==> config.mk <==
export PLATFORM = sky130hd
export DESIGN_NAME = port_and_lcd_pin_function_mux
export DESIGN_NICKNAME = d
export VERILOG_FILES = /design/src/design/pin_mux_pkg.sv /design/src/design/port_and_lcd_pin_function_mux.sv
export SDC_FILE = /design/constraint.sdc
export NUM_CORES = 1
export LEC_CHECK = 0
export ABC_CLOCK_PERIOD_IN_PS = 1700
export BUFFER_PORTS_ARGS = -buffer_cell sky130_fd_sc_hd__buf_2
export CORE_UTILIZATION = 35
export CTS_CLUSTER_DIAMETER = 50
export DETAILED_ROUTE_END_ITERATION = 8
export GPL_ROUTABILITY_DRIVEN = 1
export PLACE_DENSITY = 0.59
export SLEW_MARGIN = 40
export SYNTH_ARGS = -nofsm -noshare
export SYNTH_HDL_FRONTEND = slang
export SYNTH_SLANG_ARGS = --single-unit
==> constraint.sdc <==
create_clock -name pclk -period 1.7 [get_ports pclk]
set_input_delay 0.085 -clock pclk [delete_from_list [all_inputs] [get_ports pclk]]
set_output_delay 0.085 -clock pclk [all_outputs]
set_load 0.1 [all_outputs]
==> src/design/pin_mux_pkg.sv <==
/*
 * Constants for the pin function multiplexer: register indices, field positions,
 * select encodings, reset values and pad positions.
 * Assumes an APB slave whose byte address is four times the register index.
 */
package pin_mux_pkg;
    // register indices, byte address = index * 4
    localparam logic [13:0] IDX_FAST_IO_CF = 14'h00AD;
    localparam logic [13:0] IDX_PIN24_FSEL = 14'h28C5;
    localparam logic [13:0] IDX_PIN23_FSEL = 14'h28C6;
    localparam logic [13:0] IDX_LCD_CTRL = 14'h2C1E;
    localparam logic [13:0] IDX_LCD_PIN_EN = 14'h2C20;
    localparam logic [13:0] IDX_WAKE_CFG = 14'h2C21;
    localparam logic [13:0] IDX_PLL_CFG = 14'h2C22;
    localparam logic [13:0] IDX_PIN_STATUS = 14'h2C23;

    // reset values: every pin comes up as general-purpose I/O
    localparam logic [7:0] RST_FAST_IO_CF = 8'h00;
    localparam logic [7:0] RST_PIN24_FSEL = 8'h00;
    localparam logic [7:0] RST_PIN23_FSEL = 8'h00;
    localparam logic [7:0] RST_LCD_CTRL = 8'h00;
    localparam logic [7:0] RST_LCD_PIN_EN = 8'h00;
    localparam logic [7:0] RST_WAKE_CFG = 8'h00;
    localparam logic [7:0] RST_PLL_CFG = 8'h00;

    // pin 23 select encodings
    localparam logic [7:0] P23_GPIO = 8'h00;
    localparam logic [7:0] P23_UART1_TX = 8'h01;
    localparam logic [7:0] P23_T2_TRIG = 8'h02;
    localparam logic [7:0] P23_IO_INTERRUPT_INPUT_3 = 8'h03;
    // pin 24 select encodings
    localparam logic [7:0] P24_GPIO = 8'h00;
    localparam logic [7:0] P24_UART1_RX = 8'h01;
    localparam logic [7:0] P24_T1_IN = 8'h02;
    localparam logic [7:0] P24_IO_INTERRUPT_INPUT_2 = 8'h03;

    // fast_io_cf_pin_select bit positions
    localparam int FS_CF1_BIT = 6;
    localparam int FS_CF2_BIT = 5;
    localparam int FS_PLL_BIT = 3;
    // lcd_control field
    localparam int LCD_TYPE_LSB = 4;
    localparam int LCD_TYPE_W = 2;
    // lcd_pin_enable bit positions
    localparam int LPE_PORT3_BIT = 0;
    localparam int LPE_PORT4_BIT = 1;
    localparam int LPE_PORT5_BIT = 2;
    // wake_config fields
    localparam int WK_EN_BIT = 0;
    localparam int WK_EDGE_LSB = 1;
    localparam logic [1:0] WK_EDGE_ANY = 2'h0;
    localparam logic [1:0] WK_EDGE_RISE = 2'h1;
    localparam logic [1:0] WK_EDGE_FALL = 2'h2;
    // pll_pulse_config: 1 selects one-second pulses
    localparam int PLL_SEC_BIT = 0;
    // pin_status: wake pending flag
    localparam int ST_WAKE_BIT = 7;

    // pad positions in the pad vectors
    localparam int NUM_PADS = 14;
    localparam int PAD_PIN22 = 0;
    localparam int PAD_PIN23 = 1;
    localparam int PAD_PIN24 = 2;
    localparam int PAD_PIN25 = 3;
    localparam int PAD_PIN26 = 4;
    localparam int PAD_PIN27 = 5;
    localparam int PAD_PORT3 = 6;
    localparam int PAD_PORT4 = 10;
    localparam int PAD_PORT5 = 12;
endpackage

==> src/design/port_and_lcd_pin_function_mux.sv <==
/*
 * Pin function multiplexer for pins 22 to 27 and LCD-capable pins of ports 3, 4, 5,
 * with its select registers on an APB slave.
 * Assumes the UART, timers, energy pulse, PLL and LCD blocks run on pclk and that
 * every pad input is asynchronous to pclk.
 */
// Design decision made here: the APB interface to the registers.
// Functional notes
// - pin 23 select picks GPIO, UART1 transmit, timer2 trigger or interrupt 3
// - interrupt 3 fires on a falling edge of pin 23
// - pin 24 select picks GPIO, UART1 receive, timer1 input or falling-edge interrupt 2
// - select register bit chooses fast GPIO or path 1 energy pulse on pin 25
// - select register bit chooses fast GPIO or path 2 energy pulse on pin 26
// - pin 27 outputs divided PLL pulses or one-second PLL counter pulses
// - pin 22 wakes from sleep on a software-chosen transition
// - port 3 pins 0-3 reset to GPIO, switchable to LCD backplanes 0-3
// - port 4 pins 0-1 are GPIO by default, LCD segments 0-1 at type 0
// - port 4 pins 0-1 become LCD backplanes 4-5 at type 1, 2 or 3
// - port 5 pins 0-1 are GPIO by default, LCD segments 8-9 at type 0 or 1
// - port 5 pins 0-1 become LCD backplanes 6-7 at type 2 or 3
module port_and_lcd_pin_function_mux
    import pin_mux_pkg::*;
(
    input wire logic pclk,
    input wire logic presetn,
    input wire logic psel,
    input wire logic penable,
    input wire logic pwrite,
    input wire logic [15:0] paddr,
    input wire logic [31:0] pwdata,
    input wire logic [3:0] pstrb,
    output logic [31:0] prdata,
    output logic pready,
    output logic pslverr,
    input wire logic [NUM_PADS-1:0] pad_in,
    output logic [NUM_PADS-1:0] pad_out,
    output logic [NUM_PADS-1:0] pad_oe,
    input wire logic [NUM_PADS-1:0] gpio_out,
    input wire logic [NUM_PADS-1:0] gpio_oe,
    output logic [NUM_PADS-1:0] gpio_in,
    input wire logic uart1_transmit_out,
    output logic uart1_receive_in,
    output logic timer2_capture_reload_trigger,
    output logic timer1_external_input,
    output logic io_interrupt_input_2,
    output logic io_interrupt_input_3,
    input wire logic energy_pulse_path1,
    input wire logic energy_pulse_path2,
    input wire logic divided_pll_pulse_out,
    input wire logic pll_second_pulse,
    output logic wake_input_2,
    input wire logic [7:0] lcd_backplane_in,
    input wire logic [1:0] lcd_segment_lo_in,
    input wire logic [1:0] lcd_segment_hi_in
);

    typedef struct packed {
        logic [7:0] fast_io_cf_pin_select;
        logic [7:0] pin24_function_select;
        logic [7:0] pin23_function_select;
        logic [7:0] lcd_control;
        logic [7:0] lcd_pin_enable;
        logic [7:0] wake_config;
        logic [7:0] pll_pulse_config;
        logic [NUM_PADS-1:0] sync1;
        logic [NUM_PADS-1:0] sync2;
        logic [NUM_PADS-1:0] prev;
        logic [NUM_PADS-1:0] pout;
        logic [NUM_PADS-1:0] poe;
        logic wake_pending;
        logic io_interrupt_input_2_pulse;
        logic io_interrupt_input_3_pulse;
        logic [31:0] rdata;
    } state_t;

    state_t q;
    state_t d;

    function automatic logic reg_mapped(input logic [13:0] idx);
        case (idx)
            IDX_FAST_IO_CF, IDX_PIN24_FSEL, IDX_PIN23_FSEL, IDX_LCD_CTRL,
            IDX_LCD_PIN_EN, IDX_WAKE_CFG, IDX_PLL_CFG, IDX_PIN_STATUS: reg_mapped = 1'b1;
            default: reg_mapped = 1'b0;
        endcase
    endfunction

    logic [13:0] idx;
    logic aligned;
    logic hit;
    logic setup_ph;
    logic access_ph;
    logic wr;
    logic [7:0] rd_val;
    logic [LCD_TYPE_W-1:0] lcd_type_field;
    logic [NUM_PADS-1:0] fn_sel;
    logic [NUM_PADS-1:0] fn_out;
    logic [NUM_PADS-1:0] fn_oe;
    logic [NUM_PADS-1:0] fall;
    logic [NUM_PADS-1:0] rise;
    logic wake_edge;
    logic [1:0] wake_mode;

    assign idx = paddr[15:2];
    assign aligned = (paddr[1:0] == 2'h0);
    assign hit = aligned && reg_mapped(idx);
    assign setup_ph = psel && !penable;
    assign access_ph = psel && penable;
    assign wr = access_ph && pwrite && hit && pstrb[0];
    assign lcd_type_field = q.lcd_control[LCD_TYPE_LSB +: LCD_TYPE_W];
    assign fall = q.prev & ~q.sync2;
    assign rise = ~q.prev & q.sync2;
    assign wake_mode = q.wake_config[WK_EDGE_LSB +: 2];

    // read value chosen during the setup phase
    always_comb begin
        case (idx)
            IDX_FAST_IO_CF: rd_val = q.fast_io_cf_pin_select;
            IDX_PIN24_FSEL: rd_val = q.pin24_function_select;
            IDX_PIN23_FSEL: rd_val = q.pin23_function_select;
            IDX_LCD_CTRL: rd_val = q.lcd_control;
            IDX_LCD_PIN_EN: rd_val = q.lcd_pin_enable;
            IDX_WAKE_CFG: rd_val = q.wake_config;
            IDX_PLL_CFG: rd_val = q.pll_pulse_config;
            IDX_PIN_STATUS: rd_val = {q.wake_pending, 4'h0, q.sync2[PAD_PIN24],
                q.sync2[PAD_PIN23], q.sync2[PAD_PIN22]};
            default: rd_val = 8'h00;
        endcase
    end

    // wake edge selection
    always_comb begin
        case (wake_mode)
            WK_EDGE_RISE: wake_edge = rise[PAD_PIN22];
            WK_EDGE_FALL: wake_edge = fall[PAD_PIN22];
            default: wake_edge = rise[PAD_PIN22] | fall[PAD_PIN22];
        endcase
    end

    // per-pad function selection
    always_comb begin
        fn_sel = '0;
        fn_out = '0;
        fn_oe = '0;
        case (q.pin23_function_select)
            P23_UART1_TX: begin
                fn_sel[PAD_PIN23] = 1'b1;
                fn_out[PAD_PIN23] = uart1_transmit_out;
                fn_oe[PAD_PIN23] = 1'b1;
            end
            P23_T2_TRIG, P23_IO_INTERRUPT_INPUT_3: begin
                fn_sel[PAD_PIN23] = 1'b1;
            end
            default: begin
                fn_sel[PAD_PIN23] = 1'b0;
            end
        endcase
        case (q.pin24_function_select)
            P24_UART1_RX, P24_T1_IN, P24_IO_INTERRUPT_INPUT_2: begin
                fn_sel[PAD_PIN24] = 1'b1;
            end
            default: begin
                fn_sel[PAD_PIN24] = 1'b0;
            end
        endcase
        if (q.fast_io_cf_pin_select[FS_CF1_BIT]) begin
            fn_sel[PAD_PIN25] = 1'b1;
            fn_out[PAD_PIN25] = energy_pulse_path1;
            fn_oe[PAD_PIN25] = 1'b1;
        end
        if (q.fast_io_cf_pin_select[FS_CF2_BIT]) begin
            fn_sel[PAD_PIN26] = 1'b1;
            fn_out[PAD_PIN26] = energy_pulse_path2;
            fn_oe[PAD_PIN26] = 1'b1;
        end
        if (q.fast_io_cf_pin_select[FS_PLL_BIT]) begin
            fn_sel[PAD_PIN27] = 1'b1;
            fn_out[PAD_PIN27] = q.pll_pulse_config[PLL_SEC_BIT] ? pll_second_pulse
                : divided_pll_pulse_out;
            fn_oe[PAD_PIN27] = 1'b1;
        end
        for (int i = 0; i < 4; i++) begin
            if (q.lcd_pin_enable[LPE_PORT3_BIT]) begin
                fn_sel[PAD_PORT3 + i] = 1'b1;
                fn_out[PAD_PORT3 + i] = lcd_backplane_in[i];
                fn_oe[PAD_PORT3 + i] = 1'b1;
            end
        end
        for (int i = 0; i < 2; i++) begin
            if (q.lcd_pin_enable[LPE_PORT4_BIT]) begin
                fn_sel[PAD_PORT4 + i] = 1'b1;
                fn_oe[PAD_PORT4 + i] = 1'b1;
                if (lcd_type_field == 2'h0) begin
                    fn_out[PAD_PORT4 + i] = lcd_segment_lo_in[i];
                end else begin
                    fn_out[PAD_PORT4 + i] = lcd_backplane_in[4 + i];
                end
            end
            if (q.lcd_pin_enable[LPE_PORT5_BIT]) begin
                fn_sel[PAD_PORT5 + i] = 1'b1;
                fn_oe[PAD_PORT5 + i] = 1'b1;
                if (lcd_type_field < 2'h2) begin
                    fn_out[PAD_PORT5 + i] = lcd_segment_hi_in[i];
                end else begin
                    fn_out[PAD_PORT5 + i] = lcd_backplane_in[6 + i];
                end
            end
        end
    end

    // next state
    always_comb begin
        d = q;
        d.sync1 = pad_in;
        d.sync2 = q.sync1;
        d.prev = q.sync2;
        for (int i = 0; i < NUM_PADS; i++) begin
            d.pout[i] = fn_sel[i] ? fn_out[i] : gpio_out[i];
            d.poe[i] = fn_sel[i] ? fn_oe[i] : gpio_oe[i];
        end
        d.io_interrupt_input_3_pulse = fall[PAD_PIN23] && (q.pin23_function_select == P23_IO_INTERRUPT_INPUT_3);
        d.io_interrupt_input_2_pulse = fall[PAD_PIN24] && (q.pin24_function_select == P24_IO_INTERRUPT_INPUT_2);
        if (setup_ph) begin
            d.rdata = hit ? {24'h000000, rd_val} : 32'h00000000;
        end
        if (wr) begin
            case (idx)
                IDX_FAST_IO_CF: d.fast_io_cf_pin_select = pwdata[7:0];
                IDX_PIN24_FSEL: d.pin24_function_select = pwdata[7:0];
                IDX_PIN23_FSEL: d.pin23_function_select = pwdata[7:0];
                IDX_LCD_CTRL: d.lcd_control = pwdata[7:0];
                IDX_LCD_PIN_EN: d.lcd_pin_enable = pwdata[7:0];
                IDX_WAKE_CFG: d.wake_config = pwdata[7:0];
                IDX_PLL_CFG: d.pll_pulse_config = pwdata[7:0];
                IDX_PIN_STATUS: begin
                    if (pwdata[ST_WAKE_BIT]) begin
                        d.wake_pending = 1'b0;
                    end
                end
                default: d.rdata = q.rdata;
            endcase
        end
        // set beats a simultaneous clear
        if (q.wake_config[WK_EN_BIT] && wake_edge) begin
            d.wake_pending = 1'b1;
        end
    end

    always_ff @(posedge pclk or negedge presetn) begin
        if (!presetn) begin
            q.fast_io_cf_pin_select <= RST_FAST_IO_CF;
            q.pin24_function_select <= RST_PIN24_FSEL;
            q.pin23_function_select <= RST_PIN23_FSEL;
            q.lcd_control <= RST_LCD_CTRL;
            q.lcd_pin_enable <= RST_LCD_PIN_EN;
            q.wake_config <= RST_WAKE_CFG;
            q.pll_pulse_config <= RST_PLL_CFG;
            q.sync1 <= '0;
            q.sync2 <= '0;
            q.prev <= '0;
            q.pout <= '0;
            q.poe <= '0;
            q.wake_pending <= 1'b0;
            q.io_interrupt_input_2_pulse <= 1'b0;
            q.io_interrupt_input_3_pulse <= 1'b0;
            q.rdata <= 32'h00000000;
        end else begin
            q <= d;
        end
    end

    assign prdata = q.rdata;
    assign pready = 1'b1;
    assign pslverr = access_ph && !hit;
    assign pad_out = q.pout;
    assign pad_oe = q.poe;
    assign gpio_in = q.sync2;
    assign uart1_receive_in = (q.pin24_function_select == P24_UART1_RX) ?
        q.sync2[PAD_PIN24] : 1'b1;
    assign timer1_external_input = (q.pin24_function_select == P24_T1_IN) ?
        q.sync2[PAD_PIN24] : 1'b0;
    assign timer2_capture_reload_trigger = (q.pin23_function_select == P23_T2_TRIG) ?
        q.sync2[PAD_PIN23] : 1'b0;
    assign io_interrupt_input_2 = q.io_interrupt_input_2_pulse;
    assign io_interrupt_input_3 = q.io_interrupt_input_3_pulse;
    assign wake_input_2 = q.wake_pending;

endmodule

== After elaboration in Yosys (flattened, before gate mapping) ==
Index checks and enable logic that the tools add are counted.

* Order comparisons: 1
* Equal/unequal tests: 17
* Mux-type cells: 66
* Bitwise gates (word level): 5
* Reductions and logical operators: 28

{| class="wikitable"
|+ Operator list
! cell !! number
|-
| equality test 14 bit (second input constant) || 7
|-
| 2-to-1 mux 32 bit || 3
|-
| case mux 8 bit (8 select lines) || 1
|-
| 2-to-1 mux 1 bit || 60
|-
| equality test 8 x 2 -> 1 bit (second input constant) || 4
|-
| equality test 8 x 1 -> 1 bit (second input constant) || 2
|-
| equality test 14 x 8 -> 1 bit (second input constant) || 1
|-
| AND reduction 2 bit || 7
|-
| logical AND 1 bit || 10
|-
| 2-to-1 mux 8 bit || 1
|-
| OR reduction 8 bit || 1
|-
| nonzero test 2 bit || 3
|-
| OR reduction 3 bit || 2
|-
| logical NOT 2 bit || 2
|-
| bitwise AND 3 bit || 1
|-
| NOT 3 bit || 1
|-
| AND reduction 3 bit || 1
|-
| equality test 2 x 1 -> 1 bit (second input constant) || 1
|-
| equality test 2 bit (second input constant) || 1
|-
| logical NOT 1 bit || 2
|-
| less-than comparator 2 bit (second input constant) || 1
|-
| inequality test 2 bit (second input constant) || 1
|-
| case mux 1 bit (2 select lines) || 1
|-
| bitwise AND 1 bit || 1
|-
| 2 further kinds || 2
|}

* Bits in registers: 150
* Input bits: 116
* Output and inout port bits: 82
* Word-level logic and storage cells: 133

== Depth between registers and ports, before layout ==
Gate-level depths: netlist of the first run.

* Word-level depth: 8
* Depth in mapped cells: 7
* Mapped depth without buffers: 5

== Worst setup path after synthesis of the first run ==
No wires, ideal clock.

* Kind: register to output
* Start: reg q[149] in the netlist's numbering
* End: out timer1_external_input
* Data arrival time: 3576 ps
* Data required time: 1615 ps
* Path slack: -1961 ps
* Stages on the path, launching flop included: 4
* Buffers on the path: 0
* Cells stage by stage: dfrtp_1 nor4_1 nand2_1 nor4_1

* Cells in the longest elaborated chain, start to end: 2

{| class="wikitable"
|+ Ends and longest elaborated chain
! what !! RTL line !! text
|-
| from (decl) || port_and_lcd_pin_function_mux.sv:76 || <nowiki>state_t q;</nowiki>
|-
| equality test 8 x 2 -> 1 bit || port_and_lcd_pin_function_mux.sv:279 || <nowiki>assign timer1_external_input = (q.pin24_function_select == P24_T1_IN) ?</nowiki>
|-
| 2-to-1 mux 1 bit || port_and_lcd_pin_function_mux.sv:279 ||
|-
| to (decl) || port_and_lcd_pin_function_mux.sv:44 || <nowiki>output logic timer1_external_input,</nowiki>
|}

Every way passes these cells.

== Worst setup path in the final report of the first run ==
* Start: reg q[141] in the netlist's numbering
* End: out timer2_capture_reload_trigger

* Cells in the longest elaborated chain, start to end: 2

{| class="wikitable"
|+ Ends and longest elaborated chain
! what !! RTL line !! text
|-
| equality test 8 x 2 -> 1 bit || port_and_lcd_pin_function_mux.sv:281 || <nowiki>assign timer2_capture_reload_trigger = (q.pin23_function_select == P23_T2_TRIG) ?</nowiki>
|-
| 2-to-1 mux 1 bit || port_and_lcd_pin_function_mux.sv:281 ||
|-
| to (decl) || port_and_lcd_pin_function_mux.sv:43 || <nowiki>output logic timer2_capture_reload_trigger,</nowiki>
|}

Every way passes these cells.

==> flow_summary.ini, run 1 <==
[clocking]
cts.sink_count = 126
cts_tree = yes
ctsRootBufferMaster = clkbuf_16
clk_latency_ns = 0.41
clk_path_buf_depth = 2
cts_max_level = 4
clk_pin_slew_worst_paths_ns = 0.05
numCtsBuffers = 17

[timing]
relSlewSlack_pct = 66.0
max_freq_ghz = 0.452
finalSetupTns_ns = -0.705
finalClockSkew_ns = 0.0130
hold_slack_ns = 0.0259
fin_ws_ns = -0.510
setup_viol = 4
fin_crit_sh_pct = 130
slew_viol_final = 0
finalHoldViolations = 0
period_needed_ns = 2.21
rsz0062_at_grt = true
worst_slew_pin_slew_ns = 0.511

[grt]
grt_pass1_vias = 4222
antenna_found_initial = 0
grt_pass1_wl_mm = 22.4
grt.total_usage_pct = 17.0
overflow = 0
grt_max_degree = 59

[pwr]
finalPower_uw = 8110
ir_worst_vdd_mv = 0.660
p_leak_uw = 0.00400
powerDensity_mw_per_mm2 = 1010

[worst_setup_path]
critPathKind = reg -> out
path_cells = or4_4 -> nor3_4 -> nand2_2 -> nor3b_4 -> buf_12
crit_path_start_kind = flip-flop
crit_arrival_ns = 2.13
crit_fanout = 2
endpoint_kind = output port
slowest_stage = or4_4
worst-path-buf-inv = 1
max_stage_delay_ns = 0.55
crit_required_ns = 1.62
cpLargestDelayFamily = simple AND/OR/NAND/NOR gates

[placement]
finalWeightedCongestion = 0.831
pre_cts_slack_ns = -0.269
hpwl_mm = 9.76
io_buffers = 145
placed_area_mm2 = 0.00678

[synth]
synth-edff-count = 0
ys_types = 61
ys.flop_type = dfrtp_1
synth_area_per_cell_um2 = 13.1
synthCells = 447
syn-cell-area_mm2 = 0.00584
async_flop_share_pct = 100
ys_ff_latch = 126
synth_warnings = 0
yosysSeqAreaShare_pct = 54.0

[floorplanning]
rows = 46
core_area_mm2 = 0.0161
die_h_um = 131
die-area_mm2 = 0.0172
io-pin-count = 198
initial_utilization_pct = 36.2
die-width_um = 131

[cells_and_area]
final_common_cell = buf_2
syn2layout_area_growth_pct = 37.8
diodes = 0
layout.nets = 768
postLayoutCellArea_mm2 = 0.00805
fillCellCount = 1420
mostFrequentLayoutCells = buf_2 (139), dfrtp_1 (125), dlygate4sd3_1 (57)
layout-drive-gt1-share_pct = 48.2

[job]
drv_cap = 0

[run_status]
violations = negative setup slack
run_status = finished, violations left

[min_path]
hp-class = in -> reg

[detailed_routing]
drtAntennaViolNets = 0
finalWirelength_mm = 14.0
vias_per_cell = 4.54
wl_per_cell_um = 16.0
initialDrtViolationCount = 126
via_count = 3975
drc_errors = 0
first_pass_iters = 4
cells in the mapped netlist (7+ instances only):
cell type	instances	share of area, %
mux2i_1	9	1.5
a21oi_1	12	1.0
mux2_1	11	2.1
dfrtp_1	126	54
mux2_2	31	6.0
a22o_1	12	1.8
nor2_1	12	0.77
nand2_1	15	0.96
inv_1	7	0.45
or2_2	11	1.2
mux2_4	24	6.2
buf_4	76	9.8
final timing paths:
path                                                   to  cells past startpoint          startpoint  slack, ns
setup / recovery            timer2_capture_reload_trigger                      5  q[141]$_DFFE_PN0P_      -0.51
hold / removal                         q[156]$_DFFE_PN0P_                      2           pwdata[3]       0.03
setup reg to reg           io_interrupt_input_3$_DFF_PN0_                      5  q[141]$_DFFE_PN0P_       0.07
hold reg to reg                      gpio_in[8]$_DFF_PN0_                      0     d[85]$_DFF_PN0_       0.35
max in group asynchronous        wake_input_2$_DFFE_PN0P_                      3             presetn       1.05
min in group asynchronous            pad_out[3]$_DFF_PN0_                      2             presetn       0.07
per-layer routing:
layer	track usage [%]	vias to the layer above	share of wire [%]
li1	-	1891	-
met1	22.3	1943	47
met2	27.4	135	48
met3	4.44	6	4.9
met4	4.90	0	0.65
met5	0	-	0
flip-flops by register name, indices dropped and copies added (netlist names), 2 cells and up:
register        flops
q                  57
d                  14
gpio_in            14
pad_oe             14
pad_out            14
prdata              8
lcd_type_field      2
cells by family after synthesis:
logic type      after synthesis  synth area share, %
compound gates               59                 7.46
buf+inv                      91                 11.1
flops                       126                 54.0
fa+ha+maj                     4                0.857
simple gates                 90                 10.6
mux                          75                 15.8
other cells                   2                0.129
final cells by class:
cell class              instances  area [µm²]  area share, %
well taps                     216         270           3.36
clock inverters                11         164           2.04
clock buffers                  20         467           5.80
multi-input cells             253        2260           28.1
repair buffers                243        1710           21.2
flip-flops and latches        126        3150           39.2
inverters                       7        26.3          0.326
metrics by stage:
step                      std cells  utilization (%)
after global placement          785             42.1
final                           876             49.9
after CTS                       876             49.9
after detailed placement        785             42.1
after global routing            876             49.9
after floorplan                 470                -
report_power, final:
group	switching [µW]	total, µW	internal, µW
clock network	1290	3850	2550
logic	881	1170	288
registers	20.5	3090	3070
timing repair:
action                                 4_1_cts  5_1_grt
gates cloned                                 0        0
pin swaps                                    7        4
resized for setup                            8        4
buffers inserted                             3        0
setup endpoints to repair                    4        4
hold buffers                                57        0
endpoints found under the hold margin      168        0
worst reg2reg max path: cells and delay by family, from the launching register on:
| kind | cells | cell delay, ns |
|---|---|---|
| DFF | 1 | 0.39 |
| buffers and inverters | 1 | 0.14 |
| and+or+nand+nor | 4 | 1.03 |
Power figures use the tool's default switching activity.
==> inputs of run 2 (changes only) <==
- ABC_CLOCK_PERIOD_IN_PS: 1700 -> 2290
- clock period: 1.7 -> 2.29 ns (I/O delays scaled with it)
==> run 2 against run 1 <==
  * The flow now finishes without violations
  * Flip-flop and latch count stayed put
  * Core utilization is 2.9 points lower
  * Register-to-register slack better by 0.38 ns
  * Clock skew is 0.0035 ns lower
  * Sequential power is 26% lower
  * Final cell count is 3.7% lower
  * Combinational power is 29% lower
  * Largest cell class unchanged
==> flow_summary.ini, run 2 (synthesis gave the netlist of run 1 again) <==
[run_status]
run_status = finished, final reports clean

[detailed_routing]
finalWirelength_mm = 13.1
via_count = 3951
wl_per_cell_um = 15.5
drtAntennaViolNets = 0
drc_errors = 0
vias_per_cell = 4.68
first_pass_iters = 4
initialDrtViolationCount = 131

[clocking]
ctsRootBufferMaster = clkbuf_16
clk_path_buf_depth = 2
cts_tree = yes
cts_max_level = 4
cts.sink_count = 126
clk_latency_ns = 0.42
numCtsBuffers = 17
clk_pin_slew_worst_paths_ns = 0.05

[cells_and_area]
largest_reg_flops = 57
fillCellCount = 1454
final_common_cell = buf_2
regMostFlops = q
layout.nets = 737
layout-drive-gt1-share_pct = 43.6
mostFrequentLayoutCells = buf_2 (143), dfrtp_1 (126), dlygate4sd3_1 (51)
diodes = 0
syn2layout_area_growth_pct = 29.8

[worst_setup_path]
endpoint_kind = output port
crit_arrival_ns = 2.16
cpMostUsedCell = buf_2
cpLargestDelayFamily = simple AND/OR/NAND/NOR gates
slowest_stage = or4b_1
crit_required_ns = 2.18
path_cells = buf_2 -> or4b_1 -> or2_0 -> a211oi_1 -> nor2_1 -> o311a_1 -> buf_2
crit_fanout = 3
crit_path_start_kind = primary input
worst-path-buf-inv = 2
critPathKind = in -> out
max_stage_delay_ns = 0.56

[placement]
finalWeightedCongestion = 0.798
hpwl_mm = 9.22
io_buffers = 145

[timing]
hold_slack_ns = 0.0154
finalHoldViolations = 0
relSlewSlack_pct = 63.3
fin_crit_sh_pct = 99.3
slew_viol_final = 0
finalSetupTns_ns = 0
rsz0062_at_grt = false
finalClockSkew_ns = 0.00946
worst_slew_pin_slew_ns = 0.547
max_freq_ghz = 0.440
period_needed_ns = 2.27
setup_viol = 0

[pwr]
p_clk_share_pct = 45.3
power_switching_uw = 1580
p_leak_uw = 0.00380
finalPower_uw = 5710
switching_share_pct = 27.6
ir_worst_vdd_mv = 0.582
powerDensity_mw_per_mm2 = 754
p_comb_share_pct = 14.5
seqPwrFrac_pct = 40.2
internal_power_uw = 4130

[floorplanning]
rows = 46
io-pin-count = 198
die-area_mm2 = 0.0172
core_area_mm2 = 0.0161
die_h_um = 131
initial_utilization_pct = 36.2
die-width_um = 131

[grt]
grt_pass1_wl_mm = 21.1
antenna_found_initial = 1
grt_pass1_vias = 4067
overflow = 0
grt.total_usage_pct = 16.1
grt_max_degree = 66

[min_path]
hp-class = in -> reg

[job]
drv_cap = 0
## run 2: changes by cell type in the layout (fill, tap and decap cells not counted), moves of 3 or more
cell | previous run | this run
mux2_1 | 3 | 11
dlygate4sd3_1 | 57 | 51
buf_12 | 6 | 3
mux2_4 | 32 | 24
clkbuf_1 | 0 | 3
buf_2 | 139 | 143
buf_4 | 39 | 15
## run 2: tightest hold or removal path, cell delays in order
cell and delay [ns]:
buf_2 0.07, mux2i_1 0.05, a21oi_1 0.14
## run 2: worst paths after layout
check | end | cells past startpoint | slack [ns] | start
worst max-delay path | pslverr | 7 | 0.02 | paddr[8]
worst min-delay path | pad_out[5]$_DFF_PN0_ | 3 | 0.02 | pll_second_pulse
worst max register to register | pad_out[10]$_DFF_PN0_ | 4 | 0.45 | lcd_type_field[1]$_DFFE_PN0P_
worst min register to register | gpio_in[2]$_DFF_PN0_ | 0 | 0.34 | d[79]$_DFF_PN0_
max in group asynchronous | pad_oe[9]$_DFF_PN0_ | 3 | 1.33 | presetn
min in group asynchronous | q[124]$_DFFE_PN0P_ | 2 | 0.17 | presetn
## run 2: power groups by stage
stage	Clock, µW	Sequential [µW]	Combinational [µW]
final	2590	2300	828
after global routing	2750	2300	868
after CTS	2650	2300	831
after detailed placement	0	2340	764
after global placement	0	2330	756
after floorplan	0	2330	644
## run 2: stage by stage
step	worst slack (ns)	area, µm²	util [%]	instances
6_report	0.0169	7580	47.0	844
5_1_grt	0.000118	7580	47.0	844
4_1_cts	0.00285	7580	47.0	844
3_5_place_dp	0.0220	6490	40.2	762
3_3_place_gp	0.0673	6490	40.2	762
2_1_floorplan	0.0564	5960	-	470
## run 2: area by class of cell
class	count	area [µm²]	share of cell area, %
Inverter	7	26.3	0.347
Sequential cell	126	3150	41.6
Multi-Input combinational cell	253	2170	28.6
Tap cell	216	270	3.56
Clock inverter	7	87.6	1.16
Timing Repair Buffer	212	1400	18.4
Clock buffer	23	478	6.30
## run 2: routing by layer
| layer | share of wire, % | wire length (µm) | GRT usage, % |
|---|---|---|---|
| met1 | 44 | 5730 | 19.4 |
| met2 | 49 | 6400 | 26.6 |
| met3 | 5.2 | 678 | 5.09 |
| met4 | 2.1 | 277 | 6.41 |
| met5 | 0.092 | 12 | 0 |
## run 2: what timing repair did
| item | in CTS | in global routing |
|---|---|---|
| hold buffers | 51 | 0 |
| hold endpoints to repair | 71 | 0 |
| setup buffers | 1 | 0 |
| gates cloned | 0 | 0 |
| resized for setup | 3 | 0 |
| pin swaps | 2 | 1 |
| endpoints found under the setup margin | 1 | 1 |
